## src/rtl/iwdt_pkg.sv

```systemverilog
package iwdt_pkg;
   // ==========================================================
   // Port addresses and keys
   localparam logic [7:0] IWDT_INDEX_PORT  = 8'h2e;
   localparam logic [7:0] IWDT_DATA_PORT   = 8'h2f;
   localparam logic [7:0] IWDT_KEY_UNLOCK  = 8'h87;
   localparam logic [7:0] IWDT_KEY_LOCK    = 8'haa;
   localparam logic [7:0] IWDT_GROUP_WDT   = 8'h08;
   localparam logic [7:0] IWDT_ACT_ON      = 8'h01;
   // ==========================================================
   // Register indices
   localparam logic [7:0] IWDT_IDX_DEVSEL  = 8'h07;
   localparam logic [7:0] IWDT_IDX_ACT     = 8'h30;
   localparam logic [7:0] IWDT_IDX_UNIT    = 8'hf5;
   localparam logic [7:0] IWDT_IDX_COUNT   = 8'hf6;
   localparam logic [7:0] IWDT_IDX_CTRL    = 8'hf7;
   // ==========================================================
   // Field positions
   localparam int IWDT_UNIT_BIT   = 3;
   localparam int IWDT_MOUSE_BIT  = 7;
   localparam int IWDT_KBD_BIT    = 6;
   localparam int IWDT_FORCE_BIT  = 5;
   localparam int IWDT_STAT_BIT   = 4;
   // ==========================================================
   // Reset values
   localparam logic [7:0] IWDT_COUNT_RST  = 8'h00;
   localparam logic [7:0] IWDT_UNIT_RST   = 8'h00;
   localparam logic [7:0] IWDT_DEVSEL_RST = 8'h00;
   // ==========================================================
   // Timing
   localparam longint IWDT_CLK_HZ       = 100000000;
   localparam longint IWDT_SEC_S        = 1;
   localparam longint IWDT_SEC_CYCLES   = IWDT_SEC_S * IWDT_CLK_HZ;
   localparam int     IWDT_SEC_PER_MIN  = 60;

   // Host I/O request carried as one bundle
   typedef struct packed {
      logic       wr;
      logic       rd;
      logic [7:0] addr;
      logic [7:0] wdata;
   } iwdt_io_s;

   typedef enum logic [1:0] {
      IWDT_LOCKED,
      IWDT_KEY1,
      IWDT_CONFIG
   } iwdt_cfg_e;
endpackage

```

## src/rtl/iwdt_tick.sv

```systemverilog
`timescale 1ns/1ps
module iwdt_tick
   import iwdt_pkg::*;
#(
   parameter longint SEC_CYCLES = IWDT_SEC_CYCLES
) (
   input  wire logic core_clk,  // System clock
   input  wire logic sys_rst,   // Synchronous reset
   input  wire logic restart,   // Realign the prescaler
   input  wire logic minutes,   // 1 selects minute ticks
   output logic      tick       // One-cycle unit tick
);
   // ==========================================================
   // Prescaler
   // Elaboration check: the cycle counter is 32 bits and needs two states
   if (SEC_CYCLES < 2 || SEC_CYCLES > 64'd4294967295) begin : g_bad_cycles
      $error("iwdt_tick: SEC_CYCLES out of range");
   end

   logic [31:0] cyc_q;
   logic [5:0]  sec_q;
   logic        sec_end;
   logic        unit_end;

   assign sec_end  = (cyc_q == 32'(SEC_CYCLES - 1));
   assign unit_end = !minutes || (sec_q == 6'(IWDT_SEC_PER_MIN - 1));

   // Cycle counter; restart realigns so a fresh load gets a full unit
   always_ff @(posedge core_clk) begin
      if (sys_rst || restart || sec_end) begin
         cyc_q <= 32'h0;
      end else begin
         cyc_q <= cyc_q + 32'h1;
      end
   end

   // Seconds within a minute
   always_ff @(posedge core_clk) begin
      if (sys_rst || restart) begin
         sec_q <= 6'h0;
      end else if (sec_end) begin
         sec_q <= unit_end ? 6'h0 : sec_q + 6'h1;
      end
   end

   // Tick pulse, registered
   always_ff @(posedge core_clk) begin
      if (sys_rst || restart) begin
         tick <= 1'b0;
      end else begin
         tick <= sec_end && unit_end;
      end
   end
endmodule

```

## src/rtl/iwdt_top.sv

```systemverilog
// What this block does
// - Registers reached by writing index to port 2E, data via port 2F.
// - Two successive 87 writes to index port enter configuration state.
// - Writing AA to index port leaves configuration state and relocks.
// - Writing 08 to index 07 selects the watchdog register group.
// - Writing 01 to index 30 enables the watchdog; disabled after reset.
// - Index F5 bit 3 selects unit: 0 seconds (default), 1 minutes.
// - Count register F6 at zero holds the timer stopped; resets zero.
// - Count 01 to FF sets timeout length; expiry asserts timeout output.
// - Every count register write restarts the countdown from that value.
// - F7 bit 7 set lets mouse activity restart the count; resets 0.
// - F7 bit 6 set lets keyboard activity restart the count; resets 0.
// - Writing 1 to F7 bit 5 forces timeout now while index 30 enables the watchdog, bit self-clears.
// - F7 bit 4 reads 1 once a timeout has occurred.
`timescale 1ns/1ps
module iwdt_top
   import iwdt_pkg::*;
#(
   parameter longint SEC_CYCLES = IWDT_SEC_CYCLES
) (
   input  wire logic       core_clk,   // 100 MHz clock
   input  wire logic       sys_rst,    // Synchronous reset, active high
   input  wire logic       io_wr,      // Host I/O write strobe
   input  wire logic       io_rd,      // Host I/O read strobe
   input  wire logic [7:0] io_addr,    // Host I/O port address
   input  wire logic [7:0] io_wdata,   // Host I/O write data
   input  wire logic       mouse_act,  // Mouse activity pin
   input  wire logic       kbd_act,    // Keyboard activity pin
   output logic [7:0]      io_rdata,   // Read data, valid cycle after io_rd
   output logic            io_rvalid,  // Read data valid pulse
   output logic            wdt_timeout // Interrupt or reset request
);
   // ==========================================================
   // Host request decode
   iwdt_io_s   req;
   iwdt_cfg_e  cfg_q;
   logic [7:0] index_q;
   logic [7:0] devsel_q;
   logic       active_q;
   logic [7:0] unit_q;
   logic [7:0] count_q;
   logic [7:0] remain_q;
   logic       mouse_en_q;
   logic       kbd_en_q;
   logic       status_q;
   logic       tick;
   logic       idx_wr;
   logic       dat_wr;
   logic       wdt_sel;
   logic       wr_count;
   logic       wr_ctrl;
   logic       force_to;
   logic       act_restart;
   logic       restart;
   logic       expire;
   logic [1:0] mouse_sync_q;
   logic [1:0] kbd_sync_q;
   logic       mouse_prev_q;
   logic       kbd_prev_q;

   assign req = '{wr: io_wr, rd: io_rd, addr: io_addr, wdata: io_wdata};

   function automatic logic is_wdt_reg(input logic [7:0] idx);
      is_wdt_reg = (idx == IWDT_IDX_UNIT) || (idx == IWDT_IDX_COUNT)
                || (idx == IWDT_IDX_CTRL) || (idx == IWDT_IDX_ACT);
   endfunction

   assign idx_wr   = req.wr && (req.addr == IWDT_INDEX_PORT);
   // Locked state drops every data-port write
   assign dat_wr   = req.wr && (req.addr == IWDT_DATA_PORT) && (cfg_q == IWDT_CONFIG);
   assign wdt_sel  = (devsel_q == IWDT_GROUP_WDT);
   assign wr_count = dat_wr && wdt_sel && (index_q == IWDT_IDX_COUNT);
   assign wr_ctrl  = dat_wr && wdt_sel && (index_q == IWDT_IDX_CTRL);
   assign force_to = wr_ctrl && req.wdata[IWDT_FORCE_BIT] && active_q;

   // ==========================================================
   // Key sequence state
   always_ff @(posedge core_clk) begin
      if (sys_rst) begin
         cfg_q <= IWDT_LOCKED;
      end else if (idx_wr) begin
         case (cfg_q)
            IWDT_LOCKED: cfg_q <= (req.wdata == IWDT_KEY_UNLOCK) ? IWDT_KEY1 : IWDT_LOCKED;
            // Second key must follow directly, any other index write rearms
            IWDT_KEY1:   cfg_q <= (req.wdata == IWDT_KEY_UNLOCK) ? IWDT_CONFIG : IWDT_LOCKED;
            IWDT_CONFIG: cfg_q <= (req.wdata == IWDT_KEY_LOCK) ? IWDT_LOCKED : IWDT_CONFIG;
            default:     cfg_q <= IWDT_LOCKED;
         endcase
      end
   end

   // Index latch, only meaningful inside configuration state
   always_ff @(posedge core_clk) begin
      if (sys_rst) begin
         index_q <= 8'h00;
      end else if (idx_wr && cfg_q == IWDT_CONFIG) begin
         index_q <= req.wdata;
      end
   end

   // ==========================================================
   // Configuration registers
   always_ff @(posedge core_clk) begin
      if (sys_rst) begin
         devsel_q <= IWDT_DEVSEL_RST;
      end else if (dat_wr && index_q == IWDT_IDX_DEVSEL) begin
         devsel_q <= req.wdata;
      end
   end

   always_ff @(posedge core_clk) begin
      if (sys_rst) begin
         active_q <= 1'b0;
      end else if (dat_wr && wdt_sel && index_q == IWDT_IDX_ACT) begin
         active_q <= (req.wdata == IWDT_ACT_ON);
      end
   end

   always_ff @(posedge core_clk) begin
      if (sys_rst) begin
         unit_q <= IWDT_UNIT_RST;
      end else if (dat_wr && wdt_sel && index_q == IWDT_IDX_UNIT) begin
         unit_q <= req.wdata;
      end
   end

   always_ff @(posedge core_clk) begin
      if (sys_rst) begin
         count_q <= IWDT_COUNT_RST;
      end else if (wr_count) begin
         count_q <= req.wdata;
      end
   end

   always_ff @(posedge core_clk) begin
      if (sys_rst) begin
         mouse_en_q <= 1'b0;
         kbd_en_q   <= 1'b0;
      end else if (wr_ctrl) begin
         mouse_en_q <= req.wdata[IWDT_MOUSE_BIT];
         kbd_en_q   <= req.wdata[IWDT_KBD_BIT];
      end
   end

   // ==========================================================
   // Activity inputs: two flops, then edge detect on the second
   always_ff @(posedge core_clk) begin
      if (sys_rst) begin
         mouse_sync_q <= 2'b00;
         kbd_sync_q   <= 2'b00;
         mouse_prev_q <= 1'b0;
         kbd_prev_q   <= 1'b0;
      end else begin
         mouse_sync_q <= {mouse_sync_q[0], mouse_act};
         kbd_sync_q   <= {kbd_sync_q[0], kbd_act};
         mouse_prev_q <= mouse_sync_q[1];
         kbd_prev_q   <= kbd_sync_q[1];
      end
   end

   assign act_restart = (mouse_en_q && mouse_sync_q[1] && !mouse_prev_q)
                     || (kbd_en_q && kbd_sync_q[1] && !kbd_prev_q);
   assign restart = wr_count || act_restart;

   // ==========================================================
   // Countdown
   iwdt_tick #(
      .SEC_CYCLES (SEC_CYCLES)
   ) u_tick (
      .core_clk (core_clk),
      .sys_rst  (sys_rst),
      .restart  (restart),
      .minutes  (unit_q[IWDT_UNIT_BIT]),
      .tick     (tick)
   );

   // Expire only from a running count of one on the last tick
   assign expire = active_q && tick && (remain_q == 8'h01) && !restart;

   always_ff @(posedge core_clk) begin
      if (sys_rst) begin
         remain_q <= IWDT_COUNT_RST;
      end else if (wr_count) begin
         remain_q <= req.wdata;
      end else if (act_restart) begin
         remain_q <= count_q;
      end else if (active_q && tick && remain_q != 8'h00) begin
         remain_q <= remain_q - 8'h01;
      end
      // Zero stays zero, so a stopped timer never wraps to a long count
   end

   // Timeout is sticky; a new count write or a restart clears it
   always_ff @(posedge core_clk) begin
      if (sys_rst) begin
         wdt_timeout <= 1'b0;
      end else if (expire || force_to) begin
         wdt_timeout <= 1'b1;
      end else if (restart) begin
         wdt_timeout <= 1'b0;
      end
   end

   // Status set wins over the clear by a count write
   always_ff @(posedge core_clk) begin
      if (sys_rst) begin
         status_q <= 1'b0;
      end else if (expire || force_to) begin
         status_q <= 1'b1;
      end else if (wr_count) begin
         status_q <= 1'b0;
      end
   end

   // ==========================================================
   // Read path, one cycle latency; force bit always reads 0
   always_ff @(posedge core_clk) begin
      if (sys_rst) begin
         io_rdata  <= 8'h00;
         io_rvalid <= 1'b0;
      end else begin
         io_rvalid <= req.rd && (req.addr == IWDT_DATA_PORT || req.addr == IWDT_INDEX_PORT);
         // Reads of foreign ports get no valid, so their data must stay zero too
         if (!req.rd || cfg_q != IWDT_CONFIG
             || (req.addr != IWDT_DATA_PORT && req.addr != IWDT_INDEX_PORT)) begin
            io_rdata <= 8'h00;
         end else if (req.addr == IWDT_INDEX_PORT) begin
            io_rdata <= index_q;
         end else if (index_q == IWDT_IDX_DEVSEL) begin
            io_rdata <= devsel_q;
         end else if (!wdt_sel || !is_wdt_reg(index_q)) begin
            io_rdata <= 8'h00;
         end else if (index_q == IWDT_IDX_ACT) begin
            io_rdata <= {7'h00, active_q};
         end else if (index_q == IWDT_IDX_UNIT) begin
            io_rdata <= unit_q;
         end else if (index_q == IWDT_IDX_COUNT) begin
            io_rdata <= remain_q;
         end else begin
            io_rdata <= {mouse_en_q, kbd_en_q, 1'b0, status_q, 4'h0};
         end
      end
   end
endmodule

```

## config.mk

```make
export PLATFORM = sky130hd
export DESIGN_NAME = iwdt_top
export DESIGN_NICKNAME = d
export VERILOG_FILES = /design/src/rtl/iwdt_pkg.sv /design/src/rtl/iwdt_tick.sv /design/src/rtl/iwdt_top.sv
export SDC_FILE = /design/constraint.sdc
export NUM_CORES = 1
export LEC_CHECK = 0
export BUFFER_PORTS_ARGS = -buffer_cell sky130_fd_sc_hd__buf_2
export CORE_MARGIN = 2
export CORE_UTILIZATION = 30
export DETAILED_ROUTE_END_ITERATION = 10
export SETUP_SLACK_MARGIN = 0.3
export SKIP_CTS_REPAIR_TIMING = 1
export SLEW_MARGIN = 20
export SYNTH_ARGS = -nofsm -noshare
export SYNTH_HDL_FRONTEND = slang
export SYNTH_HIERARCHICAL = 1
export SYNTH_SLANG_ARGS = --single-unit
```

## constraint.sdc

```tcl
create_clock -name core_clk -period 3 [get_ports core_clk]
set_clock_uncertainty 0.2 [all_clocks]
set_input_delay 0.3 -clock core_clk [delete_from_list [all_inputs] [get_ports core_clk]]
set_output_delay 0.3 -clock core_clk [all_outputs]
set_load 0.1 [all_outputs]
```

==> impl_results.md, run 1 <==
- Instance area after placement: 5240 µm²
- Slew Viols, Final: 0
- Top-area cell type share of the netlist area: 0.412
- CTS tree: yes
- Area Overhead vs Synth: 13.0%
- Final setup fails: 0
- I/O pins: 32
- Detailed Place HPWL: 8490 µm
- VDD IR-drop max: about 0.00026 V
- Remaining DRCs: 0
- Worst Path Arrival: approximately 2.5 ns
- RSZ-0062 raised after global routing: no
- # rows: 46
- Synth top cells by count: 101 x dfxtp_1, 77 x nor2_1, 58 x nand2_1
- Yosys warns: 6
- Crit path kind: reg -> reg
- Core ar.: roughly 16000 µm²
- Clock Sinks: between 100 and 150
- WL final: between 10000 and 15000 µm
- Fill cells: 1654
- Worst hold path class: in -> reg
- Worst-Margin Slew: about 0.62 ns
- Drt initial violations: 183
- Clock tree buffer depth: 2
- Vias/cell: ~5.1
- Die width: 132 µm
- Total congestion overflow: 0
- IO Port Bufs: 31
- Total CTS buffers: 9
- Post-synth EDFFs: 0
- Cell count after synthesis: 556
- Yosys cell types: 70
- H-tree lvl count: 3
- Final Instance Area: 5550 µm²
- Asr flop ratio synth: 0
- Startpoint Class: register
- Endpoint class of the critical path: register
- Minimum clock period: 2.42 ns
- Post-Synthesis Net Count: about 580
- Fin cells: 806
- ANT nets after route: 0
- First-pass DRT Iterations: 5
- Die Y: 132 µm
- Most frequent cell after synthesis: dfxtp_1
- Cell Area, Synth: 4910 µm²
- Seq cells post-synth: 101
- Largest cells by area after synthesis: dfxtp_1 41%, nor2_1 5.9%, mux2i_1 4.9%, nand2_1 4.4%, a21oi_1 3.3%
- Vias after detailed routing: 4108
- PwrDens: 463 nW/µm²
- Worst-Skew Late Latency: about 0.34 ns
- CTS root buf: clkbuf_16
- Layout cells sized above 1: 0.153
- Pre-CTS setup slack: 0.409 ns
- F_max: 413 MHz
- Final core occ: 0.348
- Sequential fraction of the synthesis area: 0.412
- Vias in the first global route: 4040
- Die Footprint: 17400 µm²
- Fin Hold WS: 0.0512 ns
- LEAKAGE: roughly 2.1 nW
- CP required: between 3 and 4 ns
- Setup TNS: 0 ns
- Status: completed
- Placed cells: between 700 and 800
- Dominant cell type by area after synthesis: dfxtp_1
- Initial antenna violation count: 0
- First-pass GRT wire length: 20000 µm
- Routed WL per cell: 14.7 µm
- Tot Pwr: 2.57 mW
- Nets: roughly 610
- Starting Density: 0.308
- GP Congestion: 0.865
- Overall routing resource usage: 0.142
- Largest net degree at the start of global routing: 24
- Max Cap Viol: 0
- Syn_area_per_cell: between 8 and 9 µm²
- Ys flop type: dfxtp_1
- Antenna Cells: 0
- Final setup margin: 0.578 ns
- Part of the cycle the worst path needs: 0.807
- Slew HR: 0.581
- Max FO, Critical Path: 11
- Worst-path clk slew: about 0.070 ns
- Final count of hold timing violations: 0
## cell families (layout without fill, tap and decap cells)
logic type	count (synthesis)	after routing	synth area share
AO/OA/AOI/OAI	84	84	0.121
buffers and inverters	35	69	0.0418
adder cells (fa/ha/maj)	5	5	0.0127
XOR/XNOR	32	32	0.0571
AND/OR/NAND/NOR	274	274	0.304
flip-flops	101	101	0.412
multiplexers	25	25	0.0512
## power breakdown
group / switching (mW) / internal (mW)
Clock: 0.494 / 0.647
Combinational: 0.0505 / 0.0249
Sequential: 0.00386 / 1.35
## state kept, by name (all words and copies together), names as in the netlist, 2 cells and up
| register | count |
|---|---|
| cfg_q | 2 |
| count_q | 8 |
| devsel_q | 8 |
| index_q | 8 |
| io_rdata | 8 |
| kbd_sync_q | 2 |
| mouse_sync_q | 2 |
| remain_q | 8 |
| u_tick/cyc_q | 32 |
| u_tick/sec_q | 6 |
| unit_q | 8 |
## cells in the final DEF (no fill, tap or decap), types with 13 or more instances in the layout
cell,instances
buf_2,31
dfxtp_1,101
nand3_1,23
nor3_1,25
a21oi_1,32
xnor2_1,15
mux2i_1,24
nor2_1,77
xor2_1,17
nand2_1,58
nand4_1,13
## final timing paths
kind,slack (ns),startpoint,end,cells after the start
max,0.58,u_tick/cyc_q[0],u_tick/sec_q[3],6
min,0.05,io_rd,io_rvalid,2
max reg2reg,0.58,u_tick/cyc_q[0],u_tick/sec_q[3],6
min reg2reg,0.24,mouse_sync_q[0],mouse_sync_q[1],1
## critical path, stage by stage (launching register included)
cell and delay, ns:
dfxtp_1 0.35, ha_1 0.25, and3_2 0.23, nand3_1 0.15, or4_4 0.53, or4_1 0.50
a21oi_1 0.15
## cell type report
type	instances	area, µm²	share of cell area
multi-input cells	420	2680	0.483
flip-flops and latches	101	2020	0.365
well taps	216	270	0.0487
repair buffers	43	250	0.0451
clock buffers	12	236	0.0426
clock inverters	4	48.8	0.00880
inverters	10	37.5	0.00677
## metal layers
metal / vias to the layer above / wire [µm] / part of all wire / GRT usage
met5: - / 0 / 0 / 0
met4: 0 / 156 / 0.013 / 0.0459
met3: 13 / 601 / 0.051 / 0.0388
met2: 96 / 5600 / 0.47 / 0.227
met1: 1957 / 5520 / 0.47 / 0.185
li1: 2042 / - / - / -
Note: power is estimated with default switching activity, not from simulation.
==> run 2: changes to the inputs <==
Clock period 3 ns to 1.95 ns, I/O delays scaled along.
==> impl_results.md, run 2 (synthesis gave the netlist of run 1 again) <==
- Status: complete, but fails checks
- Failing checks: hold timing, setup timing
- Layout cells sized above 1: 0.439 (+0.286)
- IO Port Bufs: 31 (unchanged)
- Endpoint class of the critical path: register
- GP Congestion: 0.893 (+3.2%)
- Crit path kind: reg -> reg
- Overall routing resource usage: 0.157 (+0.0152)
- Fill cells: 1523 (-7.9%)
- Commonest non-fill, non-tap cell in the layout: dfxtp_1
- VDD IR-drop max: 0.000468 V (+79%)
- Total congestion overflow: 0 (unchanged)
- Starting Density: 0.308 (unchanged)
- Max FO, Critical Path: 5 (-6)
- Biggest register: u_tick/cyc_q
- Commonest non-fill, non-tap cells in the layout: 87 x dfxtp_1, 83 x buf_4, 64 x nor2_1
- Die Y: 132 µm (unchanged)
- Placed cells: 878 (+11%)
- Worst-Margin Slew: 0.493 ns (-0.130 ns)
- Worst Path Arrival: 2.30 ns (-0.20 ns)
- ANT nets after route: 0 (unchanged)
- Max Cap Viol: 0 (unchanged)
- Crit path largest cell delay: 0.76 ns (+0.23 ns)
- Worst-Skew Late Latency: 0.36 ns (+0.02 ns)
- Drt initial violations: 343 (+87%)
- Area Overhead vs Synth: 48.3%
- FF-to-FF path depth: 6 (unchanged)
- RSZ-0062 raised after global routing: yes
- CP required: 1.98 ns (-1.10 ns)
- Final setup fails: 56 (+56)
- Fin cells: 917 (+14%)
- Routed WL per cell: 15.9 µm (+7.8%)
- Die width: 132 µm (unchanged)
- First-pass GRT wire length: 22200 µm (+11%)
- H-tree lvl count: 3 (unchanged)
- Worst hold path class: in -> reg
- Remaining DRCs: 0 (unchanged)
- Flop pwr share: 0.482 (-0.044)
- Comb pwr share: 0.041 (+0.012)
- Tot Pwr: 4.31 mW (+68%)
- Fin Hold WS: -0.000944 ns (-0.0522 ns)
- Core ar.: 15900 µm² (unchanged)
- Nets: 722 (+18%)
- Startpoint Class: register
- Minimum clock period: 2.26 ns (-0.160 ns)
- Worst-path clk slew: 0.07 ns (about the same)
- Sw Ratio: 0.211 (-0.00229)
- CP Cell Sequence: ha_4 -> and3_4 -> nand3_2 -> or4_2 -> o21ai_0 -> a21oi_2
- Pre-CTS setup slack: -0.279 ns (-0.688 ns)
- Die Footprint: 17400 µm² (unchanged)
- CTS tree: yes
- LEAKAGE: 2.90 nW (+37%)
- F_max: 442 MHz (+7.1%)
- Hold path cells: 3 (+1)
- Clk pwr share: 0.477 (+0.033)
- Slew HR: 0.671 (+0.0895)
- First-pass DRT Iterations: 6 (+1)
- Largest net degree at the start of global routing: 57 (+140%)
- Clock tree buffer depth: 2 (unchanged)
- WL final: 14600 µm (+23%)
- Initial antenna violation count: 1 (+1)
- Final setup margin: -0.313 ns (-0.890 ns)
- Max FFs per register: 32 (unchanged)
- # rows: 46 (unchanged)
- Vias/cell: 5.06 (-0.72%)
- I/O pins: 32 (unchanged)
- PwrDens: 593 nW/µm² (+28%)
- Slew Viols, Final: 0 (unchanged)
- CTS root buf: clkbuf_16
- Worst path slowest cell: or4_2
- Final count of hold timing violations: 2 (+2)
- Clock Sinks: 101 (unchanged)
- Vias in the first global route: 4496 (+11%)
- Vias after detailed routing: 4640 (+13%)
- Internal power: 3.40 mW (+69%)
- Part of the cycle the worst path needs: 1.16 (+0.353)
- Detailed Place HPWL: 9960 µm (+17%)
- Final core occ: 0.456 (+0.109)
- P_sw: 0.911 mW (+66%)
- Total CTS buffers: 9 (unchanged)
run 2: area by class of cell:
type,count,area [µm²],share of cell area
Multi-Input combinational cell,421,3300,0.453
Clock inverter,5,106,0.0146
Inverter,10,37.5,0.00516
Clock buffer,11,233,0.0320
Antenna cell,1,2.50,0.000344
Tap cell,216,270,0.0371
Sequential cell,101,2040,0.281
Timing Repair Buffer,152,1290,0.177
run 2: power by group through the flow:
stage               Sequential (mW)  Combinational (mW)  Clock [mW]
finish                         2.08               0.177        2.06
global route                   2.08               0.188        2.20
CTS                            2.08               0.138        2.12
detailed placement             2.13               0.137           0
global placement               2.13               0.135           0
floorplan                      2.13              0.0653           0
run 2: per-layer routing:
metal  GRT usage  up-vias  share of wire
li1            -     2272              -
met1       0.189     2272           0.43
met2       0.272       86           0.52
met3      0.0404       10          0.037
met4      0.0519        0          0.012
met5           0        -              0
run 2: metrics by stage:
step	cell area (µm²)	TNS, ns	hold WS [ns]
finish	7280	-6.56	-0.000944
floorplan	5160	-6.23	0.123
CTS	6480	-6.24	-0.155
global placement	6140	-8.83	0.215
global route	7270	-11.15	0.00205
detailed placement	6140	-10.66	0.215
run 2: worst paths after layout:
| kind | end | slack, ns | startpoint |
|---|---|---|---|
| worst max-delay path | u_tick/sec_q[3] | -0.31 | u_tick/cyc_q[1] |
| worst min-delay path | devsel_q[1] | -0.0009 | io_wdata[1] |
| worst min register to register | mouse_sync_q[1] | 0.24 | mouse_sync_q[0] |
| worst max register to register | u_tick/sec_q[3] | -0.31 | u_tick/cyc_q[1] |
run 2: critical path: cells and delay by family, from the launching register on:
| kind | cells | cell delay [ns] |
|---|---|---|
| AND/OR/NAND/NOR | 3 | 1.03 |
| AO/OA/AOI/OAI | 2 | 0.43 |
| flip-flops | 1 | 0.35 |
| adder cells (fa/ha/maj) | 1 | 0.14 |
